==> src/core/vccr_pkg.sv <==
// package: offsets, fields and reset values of the channel capability bank
package vccr_pkg;

  localparam int unsigned ADDR_W = 12;
  localparam int unsigned DATA_W = 32;

  // byte offsets of the documented words
  localparam logic [11:0] OFF_HEADER   = 12'h200;
  localparam logic [11:0] OFF_CAP_ONE  = 12'h204;
  localparam logic [11:0] OFF_CAP_TWO  = 12'h208;
  localparam logic [11:0] OFF_CONTROL  = 12'h20C;
  // local control and status words
  localparam logic [11:0] OFF_LOCK_CTL = 12'h3F0;
  localparam logic [11:0] OFF_BANK_STS = 12'h3F4;

  // header fields
  localparam int unsigned ID_LSB   = 0;
  localparam int unsigned ID_W     = 16;
  localparam int unsigned VER_LSB  = 16;
  localparam int unsigned VER_W    = 4;
  localparam int unsigned NEXT_LSB = 20;
  localparam int unsigned NEXT_W   = 12;
  localparam logic [15:0] ID_VAL    = 16'h0002;
  localparam logic [3:0]  VER_VAL   = 4'h1;
  localparam logic [11:0] NEXT_RST  = 12'h000;

  // first capability word fields
  localparam int unsigned ADD_CNT_LSB = 0;
  localparam int unsigned LP_CNT_LSB  = 4;
  localparam int unsigned TBASE_LSB   = 8;
  localparam int unsigned ESIZE_LSB   = 10;
  localparam logic [2:0]  ADD_CNT_VAL = 3'h0;
  localparam logic [2:0]  LP_CNT_VAL  = 3'h0;
  localparam logic [1:0]  TBASE_VAL   = 2'h0;

  // second capability word fields
  localparam int unsigned ARB_CAP_LSB = 0;
  localparam int unsigned TBL_LOC_LSB = 24;
  localparam logic [7:0]  ARB_CAP_VAL = 8'h00;
  localparam logic [7:0]  TBL_LOC_VAL = 8'h00;

  // control word fields
  localparam int unsigned LOAD_LSB    = 0;
  localparam int unsigned SEL_LSB     = 1;
  localparam logic        LOAD_VAL    = 1'b0;
  localparam logic [2:0]  SEL_VAL     = 3'h0;

  // local words
  localparam int unsigned LOCK_BIT     = 0;
  localparam logic        LOCK_RST     = 1'b0;
  localparam int unsigned STS_IGN_BIT  = 0;
  localparam int unsigned STS_UNM_BIT  = 1;
  localparam int unsigned STS_UP_BIT   = 2;
  localparam int unsigned STS_RDY_BIT  = 3;

  // arbitration table entry size encoding
  typedef enum logic [1:0] {
    ESIZE_ONE   = 2'h0,
    ESIZE_TWO   = 2'h1,
    ESIZE_FOUR  = 2'h2,
    ESIZE_EIGHT = 2'h3
  } vccr_entry_size_e;

  localparam vccr_entry_size_e ESIZE_UP   = ESIZE_FOUR;
  localparam vccr_entry_size_e ESIZE_DOWN = ESIZE_ONE;

endpackage

==> src/core/vccr_lock_field.sv <==
// lockable writable field: takes write data only while the lock is open
`timescale 1ns/100ps
module vccr_lock_field #(
  parameter int unsigned      WIDTH = 12,
  parameter logic [WIDTH-1:0] RST   = '0
) (
  input  wire logic             sys_clk,
  input  wire logic             rst_n,
  input  wire logic             wr_en,
  input  wire logic             locked,
  input  wire logic [WIDTH-1:0] wdata,
  output logic      [WIDTH-1:0] value
);

  logic [WIDTH-1:0] field_q;
  logic [WIDTH-1:0] field_d;
  logic             take;

  // a locked write leaves the field untouched
  assign take    = wr_en && !locked;
  assign field_d = take ? wdata : field_q;
  assign value   = field_q;

  always_ff @(posedge sys_clk or negedge rst_n) begin
    if (!rst_n) begin
      field_q <= RST;
    end else begin
      field_q <= field_d;
    end
  end

endmodule

==> src/core/vccr_bank.sv <==
// channel capability register bank: header, two capability words, control word
//
// Overview of operation
// - header identifier field reads constant 0x2, naming a channel capability.
// - header version field reads constant 0x1.
// - header link-to-next defaults to zero; writable only while unlocked.
// - additional channel count reads zero: only the default channel exists.
// - low-priority additional channel count reads zero.
// - weighted timing base reads zero; weighted round robin absent.
// - entry size reads 0x2 on the upstream port, 0x0 downstream.
// - entry size codes: 0 one bit, 1 two, 2 four, 3 eight bits.
// - channel arbitration capability reads zero; bits 4 to 7 reserved.
// - channel arbitration capability meaningful only with low-priority count above zero.
// - channel arbitration table location reads zero: no table present.
// - load-table control bit always reads zero and does nothing.
// - channel arbitration selector reads zero and does nothing.
//
// Implementation choice: the plain strobed port.
`timescale 1ns/100ps
module vccr_bank (
  input  wire logic        sys_clk,
  input  wire logic        rst_n,
  input  wire logic        upstream_strap,
  input  wire logic [11:0] reg_addr,
  input  wire logic [31:0] reg_wdata,
  input  wire logic        reg_wr,
  input  wire logic        reg_rd,
  output logic      [31:0] reg_rdata,
  output logic      [11:0] link_to_next,
  output logic      [1:0]  port_arb_entry_size,
  output logic             port_is_upstream,
  output logic             write_locked
);

  // ------------------------------------------------------------------
  // address decode
  // ------------------------------------------------------------------
  logic hit_header;
  logic hit_cap_one;
  logic hit_cap_two;
  logic hit_control;
  logic hit_lock;
  logic hit_status;
  logic hit_any;

  assign hit_header  = (reg_addr == vccr_pkg::OFF_HEADER);
  assign hit_cap_one = (reg_addr == vccr_pkg::OFF_CAP_ONE);
  assign hit_cap_two = (reg_addr == vccr_pkg::OFF_CAP_TWO);
  assign hit_control = (reg_addr == vccr_pkg::OFF_CONTROL);
  assign hit_lock    = (reg_addr == vccr_pkg::OFF_LOCK_CTL);
  assign hit_status  = (reg_addr == vccr_pkg::OFF_BANK_STS);
  assign hit_any     = hit_header | hit_cap_one | hit_cap_two
                     | hit_control | hit_lock | hit_status;

  logic wr_header;
  logic wr_ro_word;
  logic wr_lock;
  logic wr_status;
  logic wr_unmapped;
  logic rd_unmapped;

  assign wr_header   = reg_wr && hit_header;
  // these three words hold no writable bit at all
  assign wr_ro_word  = reg_wr && (hit_cap_one | hit_cap_two | hit_control);
  assign wr_lock     = reg_wr && hit_lock;
  assign wr_status   = reg_wr && hit_status;
  assign wr_unmapped = reg_wr && !hit_any;
  assign rd_unmapped = reg_rd && !hit_any;

  // ------------------------------------------------------------------
  // port role strap, caught on the first edge after reset release
  // ------------------------------------------------------------------
  logic strap_done_q;
  logic strap_done_d;
  logic upstream_q;
  logic upstream_d;

  assign strap_done_d = 1'b1;
  // sampling once keeps the reported geometry stable if the pin wanders
  assign upstream_d   = strap_done_q ? upstream_q : upstream_strap;

  always_ff @(posedge sys_clk or negedge rst_n) begin
    if (!rst_n) begin
      strap_done_q <= 1'b0;
      upstream_q   <= 1'b0;
    end else begin
      strap_done_q <= strap_done_d;
      upstream_q   <= upstream_d;
    end
  end

  // ------------------------------------------------------------------
  // write lock
  // ------------------------------------------------------------------
  logic lock_q;
  logic lock_d;

  assign lock_d = wr_lock ? reg_wdata[vccr_pkg::LOCK_BIT] : lock_q;

  always_ff @(posedge sys_clk or negedge rst_n) begin
    if (!rst_n) begin
      lock_q <= vccr_pkg::LOCK_RST;
    end else begin
      lock_q <= lock_d;
    end
  end

  // ------------------------------------------------------------------
  // header: identifier and version fixed, link-to-next lockable
  // ------------------------------------------------------------------
  logic [11:0] next_value;
  logic [11:0] next_wdata;

  assign next_wdata = reg_wdata[vccr_pkg::NEXT_LSB +: vccr_pkg::NEXT_W];

  vccr_lock_field #(
    .WIDTH (vccr_pkg::NEXT_W),
    .RST   (vccr_pkg::NEXT_RST)
  ) u_next_field (
    .sys_clk (sys_clk),
    .rst_n   (rst_n),
    .wr_en   (wr_header),
    .locked  (lock_q),
    .wdata   (next_wdata),
    .value   (next_value)
  );

  logic [31:0] word_header;

  // identifier and version bits of a header write are dropped
  always_comb begin
    word_header                                         = 32'h00000000;
    word_header[vccr_pkg::ID_LSB +: vccr_pkg::ID_W]     = vccr_pkg::ID_VAL;
    word_header[vccr_pkg::VER_LSB +: vccr_pkg::VER_W]   = vccr_pkg::VER_VAL;
    word_header[vccr_pkg::NEXT_LSB +: vccr_pkg::NEXT_W] = next_value;
  end

  // ------------------------------------------------------------------
  // first capability word
  // ------------------------------------------------------------------
  logic [2:0]  add_cnt;
  logic [2:0]  lp_cnt;
  logic [1:0]  timing_base;
  logic [1:0]  entry_size;
  logic [31:0] word_cap_one;

  assign add_cnt     = vccr_pkg::ADD_CNT_VAL;
  assign lp_cnt      = vccr_pkg::LP_CNT_VAL;
  assign timing_base = vccr_pkg::TBASE_VAL;
  // before the strap is caught the port reads as downstream
  assign entry_size  = upstream_q ? vccr_pkg::ESIZE_UP : vccr_pkg::ESIZE_DOWN;

  // reserved gaps at bits 3 and 7 and above bit 11 stay zero
  always_comb begin
    word_cap_one                             = 32'h00000000;
    word_cap_one[vccr_pkg::ADD_CNT_LSB +: 3] = add_cnt;
    word_cap_one[vccr_pkg::LP_CNT_LSB +: 3]  = lp_cnt;
    word_cap_one[vccr_pkg::TBASE_LSB +: 2]   = timing_base;
    word_cap_one[vccr_pkg::ESIZE_LSB +: 2]   = entry_size;
  end

  // ------------------------------------------------------------------
  // second capability word
  // ------------------------------------------------------------------
  logic        lp_present;
  logic [7:0]  arb_cap;
  logic [7:0]  tbl_loc;
  logic [31:0] word_cap_two;

  assign lp_present = (lp_cnt != 3'h0);
  // without a low-priority group the field carries no meaning and reads zero
  assign arb_cap    = lp_present ? vccr_pkg::ARB_CAP_VAL : 8'h00;
  assign tbl_loc    = vccr_pkg::TBL_LOC_VAL;

  always_comb begin
    word_cap_two                             = 32'h00000000;
    word_cap_two[vccr_pkg::ARB_CAP_LSB +: 8] = arb_cap;
    word_cap_two[vccr_pkg::TBL_LOC_LSB +: 8] = tbl_loc;
  end

  // ------------------------------------------------------------------
  // control word: both fields inert
  // ------------------------------------------------------------------
  logic        load_bit;
  logic [2:0]  arb_sel;
  logic [31:0] word_control;

  assign load_bit = vccr_pkg::LOAD_VAL;
  assign arb_sel  = vccr_pkg::SEL_VAL;

  always_comb begin
    word_control                         = 32'h00000000;
    word_control[vccr_pkg::LOAD_LSB]     = load_bit;
    word_control[vccr_pkg::SEL_LSB +: 3] = arb_sel;
  end

  // ------------------------------------------------------------------
  // bank status: sticky flags, write one to clear, set wins
  // ------------------------------------------------------------------
  // index 0 ignored write, index 1 unmapped access
  logic [1:0] sticky_set;
  logic [1:0] sticky_clr;
  logic [1:0] sticky_q;

  // a write that lands on fixed bits only, or on a locked field
  assign sticky_set[0] = wr_ro_word || (wr_header && lock_q);
  assign sticky_set[1] = wr_unmapped || rd_unmapped;
  assign sticky_clr[0] = wr_status && reg_wdata[vccr_pkg::STS_IGN_BIT];
  assign sticky_clr[1] = wr_status && reg_wdata[vccr_pkg::STS_UNM_BIT];

  // set beats a clear in the same cycle so no event is lost
  for (genvar i = 0; i < 2; i++) begin : g_sticky
    logic flag_q;
    logic flag_d;

    assign flag_d      = sticky_set[i] | (flag_q & ~sticky_clr[i]);
    assign sticky_q[i] = flag_q;

    always_ff @(posedge sys_clk or negedge rst_n) begin
      if (!rst_n) begin
        flag_q <= 1'b0;
      end else begin
        flag_q <= flag_d;
      end
    end
  end

  logic [31:0] word_lock;
  logic [31:0] word_status;

  always_comb begin
    word_lock                     = 32'h00000000;
    word_lock[vccr_pkg::LOCK_BIT] = lock_q;
  end

  always_comb begin
    word_status                        = 32'h00000000;
    word_status[vccr_pkg::STS_IGN_BIT] = sticky_q[0];
    word_status[vccr_pkg::STS_UNM_BIT] = sticky_q[1];
    word_status[vccr_pkg::STS_UP_BIT]  = upstream_q;
    word_status[vccr_pkg::STS_RDY_BIT] = strap_done_q;
  end

  // ------------------------------------------------------------------
  // read path: data stands only in the cycle after the strobe
  // ------------------------------------------------------------------
  logic [31:0] rd_mux;
  logic [31:0] rdata_q;
  logic [31:0] rdata_d;

  // an unmapped address answers zero
  assign rd_mux = hit_header  ? word_header  :
                  hit_cap_one ? word_cap_one :
                  hit_cap_two ? word_cap_two :
                  hit_control ? word_control :
                  hit_lock    ? word_lock    :
                  hit_status  ? word_status  : 32'h00000000;

  assign rdata_d = reg_rd ? rd_mux : 32'h00000000;

  always_ff @(posedge sys_clk or negedge rst_n) begin
    if (!rst_n) begin
      rdata_q <= 32'h00000000;
    end else begin
      rdata_q <= rdata_d;
    end
  end

  // ------------------------------------------------------------------
  // outputs toward the port logic, all from flip-flops except port_arb_entry_size, decoded from upstream_q
  // ------------------------------------------------------------------
  assign reg_rdata           = rdata_q;
  assign link_to_next        = next_value;
  assign port_arb_entry_size = entry_size;
  assign port_is_upstream    = upstream_q;
  assign write_locked        = lock_q;

endmodule

==> config.mk <==
export PLATFORM = sky130hd
export DESIGN_NAME = vccr_bank
export DESIGN_NICKNAME = d
export VERILOG_FILES = /design/src/core/vccr_pkg.sv /design/src/core/vccr_lock_field.sv /design/src/core/vccr_bank.sv
export SDC_FILE = /design/constraint.sdc
export NUM_CORES = 1
export LEC_CHECK = 0
export BUFFER_PORTS_ARGS = -buffer_cell sky130_fd_sc_hd__buf_2
export CAP_MARGIN = 5
export CORE_UTILIZATION = 38
export CTS_CLUSTER_SIZE = 28
export DETAILED_ROUTE_END_ITERATION = 16
export HOLD_SLACK_MARGIN = 0.06
export PLACE_DENSITY = 0.76
export SYNTH_ARGS = -nofsm -noshare
export SYNTH_HDL_FRONTEND = slang
export SYNTH_SLANG_ARGS = --single-unit
==> constraint.sdc <==
create_clock -name sys_clk -period 1.7 [get_ports sys_clk]
set_input_delay 0.085 -clock sys_clk [delete_from_list [all_inputs] [get_ports sys_clk]]
set_output_delay 0.085 -clock sys_clk [all_outputs]
set_load 0.01 [all_outputs]
# Word-level counts from Yosys, hierarchy flattened
# Index checks and enable logic that the tools add are counted.
dict set report word_totals {
  regBits 49
  inputBits 49
  wordCells 48
}
dict set report classes {
  n_eq_ne 6
  mux 8
  bitwise 13
  n_reduce_logical 14
}
# cell count
set ops {}
lappend ops {{$mux 32} 4}
lappend ops {{$eq 12x10->1 const B} 6}
lappend ops {{$mux 4} 3}
lappend ops {{$logic_and 1x1->1} 10}
lappend ops {{$or 1x1->1} 9}
lappend ops {{$and 1x1->1} 2}
lappend ops {{$logic_not 1->1} 2}
lappend ops {{$logic_or 1x1->1} 2}
lappend ops {{$mux 2} 1}
lappend ops {{$not 1->1} 2}

# Logic depth before layout (Yosys ltp)
dict set report depth {
  ltp_word 10
  ltp_mapped 5
}

# Modules after synthesis
# Synthesis repeated with hierarchy kept, for this count alone.
dict set report hier_totals {
  cells_unflattened 123
  hier_area_um2 1596.5
}
# mod n_inst cells_each area_per_inst_um2 seq_area_each_um2
set modules_own_cells {}
lappend modules_own_cells {vccr_bank 1 97 1089.8 575.6}
lappend modules_own_cells {vccr_lock_field 1 26 506.7 300.3}

# Worst setup path after synthesis
# No wires, ideal clock.
dict set report synth_timing {
  path_kind {reg2reg}
  startpoint {register lock_q (netlist: write_locked)}
  endpoint {register u_next_field.field_q[10] (netlist: u_next_field.value[10])}
  setup_time_ps 125
  t_arrival_ps 1585
  t_required_ps 1575
  setup_slack_ps -10
  stages_incl_launch_ff 6
  path_buffers 1
  path_cell_list {dfrtp_1 > or4_4 > nor3_2 > nand4_2 > buf_6 > mux2_4}
}
dict set report synth_via {
  elab_chain_cells 2
}
# item line
set synth_lines {}
lappend synth_lines {{start, declared} vccr_bank.sv:95} ;# logic lock_q;
lappend synth_lines {{start signal, assigned} vccr_bank.sv:102} ;# lock_q <= vccr_pkg::LOCK_RST;
lappend synth_lines {{start signal, assigned} vccr_bank.sv:104} ;# lock_q <= lock_d;
lappend synth_lines {{$logic_not 1->1} vccr_lock_field.sv:20} ;# assign take = wr_en && !locked;
lappend synth_lines {{$logic_and 1x1->1} vccr_lock_field.sv:20}
lappend synth_lines {{end signal, assigned} vccr_lock_field.sv:28} ;# field_q <= field_d;
lappend synth_lines {{end, declared} vccr_lock_field.sv:15} ;# logic [WIDTH-1:0] field_q;
# Every way passes these cells.
# A chain may end at the register's enable or synchronous reset.

# Final worst setup path
dict set report layout_timing {
  startpoint {register lock_q (netlist: write_locked)}
  endpoint {register u_next_field.field_q[9] (netlist: u_next_field.value[9])}
}
# The elaborated chain is that of the path after synthesis.

==> flow_summary.json <==
{
  "vdd_ir_drop_max_uv": 356,
  "timing.fmax_mhz": 598,
  "ctsLongestPathBuffers": 2,
  "initial_utilization_pct": 40.7,
  "status": "completed",
  "drt-pass1-iter-count": 3,
  "launching_element_type_of_the_critical_path": "register",
  "worst-endpoint-required_ns": 1.86,
  "remaining_drc_errors": 0,
  "avgRoutedWirePerCell_um": 12.3,
  "drt-total-wl_um": 3120,
  "dieArea_sq_um": 4290,
  "cts_tree": "yes",
  "synth_unique_cells": 29,
  "clock-root-buffer": "clkbuf_8",
  "cp_top_family": "simple AND/OR/NAND/NOR gates",
  "clkSinkCount": 35,
  "path_clk_slew_ns": 0.06,
  "hold_viol_final": 0,
  "cts_htree_levels": 2,
  "final_layout_size_suffix_gt1_share_pct": 44.9,
  "drt.antenna.violating_nets": 0,
  "number_of_antenna_violations_at_the_first_check_in_global_routing": 0,
  "core_area_sq_um": 3770,
  "switching_portion_of_total_power_pct": 22.3,
  "critical_path.endpoint_type": "register",
  "grt_max_degree": 36,
  "hpwl_um": 2130,
  "final.period_utilization_pct": 98.3,
  "cts_bufs_inserted": 5,
  "placedInstanceArea_sq_um": 1860,
  "final.setup.worst_slack_ns": 0.0284,
  "io_buffer_count": 63,
  "syn_avg_cell_area_sq_um": 12.7,
  "placementRows": 22,
  "die_width_um": 65.5,
  "pwr-share-clk_pct": 35.7,
  "crit_buf_inv": 1,
  "finalWorstPathRequiredPeriod_ns": 1.67,
  "max_slew_margin_pct": 50.3,
  "post-layout-total-power_w": 0.00153,
  "cp_max_fo": 12,
  "overflow": 0,
  "synth.yosys.seq_area_share_pct": 57.1,
  "post-route-cell-area_sq_um": 2100,
  "finClkSkew_ns": 0.00285,
  "worst_skew_pair.late_latency_ns": 0.27,
  "maxUsedRoutingLayer": "met4",
  "gp_congestion": 0.798,
  "num_antenna_cells": 0,
  "areaGrowthSynthToFinish_pct": 36.9,
  "top_level_ports": 97,
  "crit_chain": "or4_4, nor3_4, nand4_2, buf_12, mux2_4",
  "finish.net_count": 253,
  "synth.cell_area_sq_um": 1530,
  "routed-wl-met2_um": 1660,
  "synth_warnings": 0,
  "via_per_inst": 4.55,
  "slew_viol_final": 0,
  "drt-initial-drc-count": 117,
  "place_ws_ns": 0.0334,
  "timing_worst_slew_pin_value_ns": 0.746,
  "setup-violations-final": 0,
  "wl_met1_um": 1300,
  "cell_internal_pwr_w": 0.00119,
  "routed-via-count": 1150,
  "critical_path.max_stage_delay_ns": 0.42,
  "cellPowerDensity_nw_per_um2": 729,
  "power_switching_w": 0.000342,
  "worstSetupPathType": "reg -> reg",
  "ys_ff_latch": 35,
  "post_synth_inst_count": 121,
  "combinationalPowerShare_pct": 9.3,
  "cp.arrival_ns": 1.83,
  "critPathSlowestCell": "or4_4",
  "cts_setup_buffers": 0,
  "grt.total_usage_pct": 16.0,
  "cap_violations": 0,
  "power_frac_seq_pct": 55.0,
  "hold_class": "in -> reg",
  "timing.reg2reg.setup_slack_ns": 0.03,
  "wl_met3_um": 112,
  "grt_setup_unrepaired": "yes",
  "wire_length_of_the_first_global_routing_pass_um": 5110,
  "floorplan.die.height_um": 65.5,
  "power.leakage_nw": 1.18,
  "first_global_vias": 1082
}
[power groups by stage]
| stage | sequential, W | combinational [W] | clock, W |
|---|---|---|---|
| floorplan | 0.000859 | 0.0000710 | 0 |
| global placement | 0.000858 | 0.000110 | 0 |
| detailed placement | 0.000858 | 0.000112 | 0 |
| CTS | 0.000842 | 0.000139 | 0.000561 |
| global route | 0.000843 | 0.000157 | 0.000602 |
| finish | 0.000842 | 0.000142 | 0.000547 |
[kinds of logic after synthesis]
group	after synthesis	share of synthesized area [%]
simple gates	43	16.8
flops	35	57.1
buf+inv	21	9.62
mux	15	13.4
compound gates	5	2.61
other cells	2	0.490
[layer usage]
| layer | up-vias | global-route usage, % |
|---|---|---|
| li1 | 552 | - |
| met1 | 549 | 17.9 |
| met2 | 45 | 28.5 |
| met3 | 4 | 4.34 |
| met4 | 0 | 6.25 |
| met5 | - | 0 |
[worst paths after layout]
check	start	end	cells past startpoint
worst max register to register	write_locked$_DFFE_PN0P_	u_next_field.value[9]$_DFFE_PN0P_	5
max in group asynchronous	rst_n	u_next_field.value[0]$_DFFE_PN0P_	2
worst min register to register	u_next_field.value[5]$_DFFE_PN0P_	reg_rdata[25]$_DFF_PN0_	1
worst min-delay path	reg_addr[3]	reg_rdata[1]$_DFF_PN0_	2
worst max-delay path	write_locked$_DFFE_PN0P_	u_next_field.value[9]$_DFFE_PN0P_	5
min in group asynchronous	rst_n	reg_rdata[0]$_DFF_PN0_	2
[registers in the layout, indices dropped and copies added, names as in the netlist]
signal,cells
g_sticky.flag_q,2
port_is_upstream,1
reg_rdata,18
strap_done_q,1
u_next_field.value,12
write_locked,1
[synthesized netlist by cell type (all sizes together)]
| cell type | count | share of area, % |
|---|---|---|
| or2 | 1 | 0.41 |
| clkbuf | 1 | 0.24 |
| nor3 | 7 | 2.6 |
| inv | 2 | 0.49 |
| nand2b | 1 | 0.41 |
| o31ai | 1 | 0.49 |
| and4bb | 1 | 0.82 |
| dfrtp | 35 | 57 |
| nor2 | 5 | 1.4 |
| nor4 | 4 | 1.6 |
| buf | 18 | 8.9 |
| o41ai | 1 | 0.57 |
| or3 | 1 | 0.41 |
| conb | 2 | 0.49 |
| mux2 | 14 | 13 |
| nand3 | 2 | 0.65 |
| nand4 | 3 | 1.6 |
| nand2 | 5 | 1.2 |
| o22a | 1 | 0.57 |
| and2 | 12 | 4.9 |
| mux2i | 1 | 0.65 |
| or4 | 1 | 0.73 |
| a211oi | 2 | 0.98 |
[stage by stage]
step	hold WS, ns	TNS, ns	util (%)	instances
after floorplan	-0.211	-0.0292	-	135
after global placement	0.192	0	49.4	230
after detailed placement	0.189	0	49.4	230
after CTS	0.0688	0	55.5	253
after global routing	0.0780	-0.334	55.7	253
final	0.0767	0	55.7	253
[cell type report]
type                    count  area (sq um)
flip-flops and latches     35           876
multi-input cells          79           576
clock inverters             1          5.00
inverters                   2          7.51
well taps                  48          60.1
clock buffers               7          76.3
repair buffers             81           500
fillers                   343          1670
[cell usage in the layout, fill, tap and decap left out, types with 2 or more instances in the layout]
cell type      instances
nand2_1                5
dfrtp_1               35
nor2_1                 4
dlygate4sd3_1         15
conb_1                16
nand4_1                2
inv_1                  2
buf_2                 63
and2_1                12
a211oi_1               2
mux2_4                10
nor4_1                 3
clkbuf_8               5
buf_4                  2
clkbuf_1               2
mux2_2                 4
nor3_1                 6
nand3_1                2
[timing repair]
item | 4_1_cts | 5_1_grt
hold endpoints to repair | 49 | 0
hold buffers | 15 | 0
resized for setup | 0 | 1
endpoints found under the setup margin | 0 | 12
Note: power is estimated with default switching activity, not from simulation.
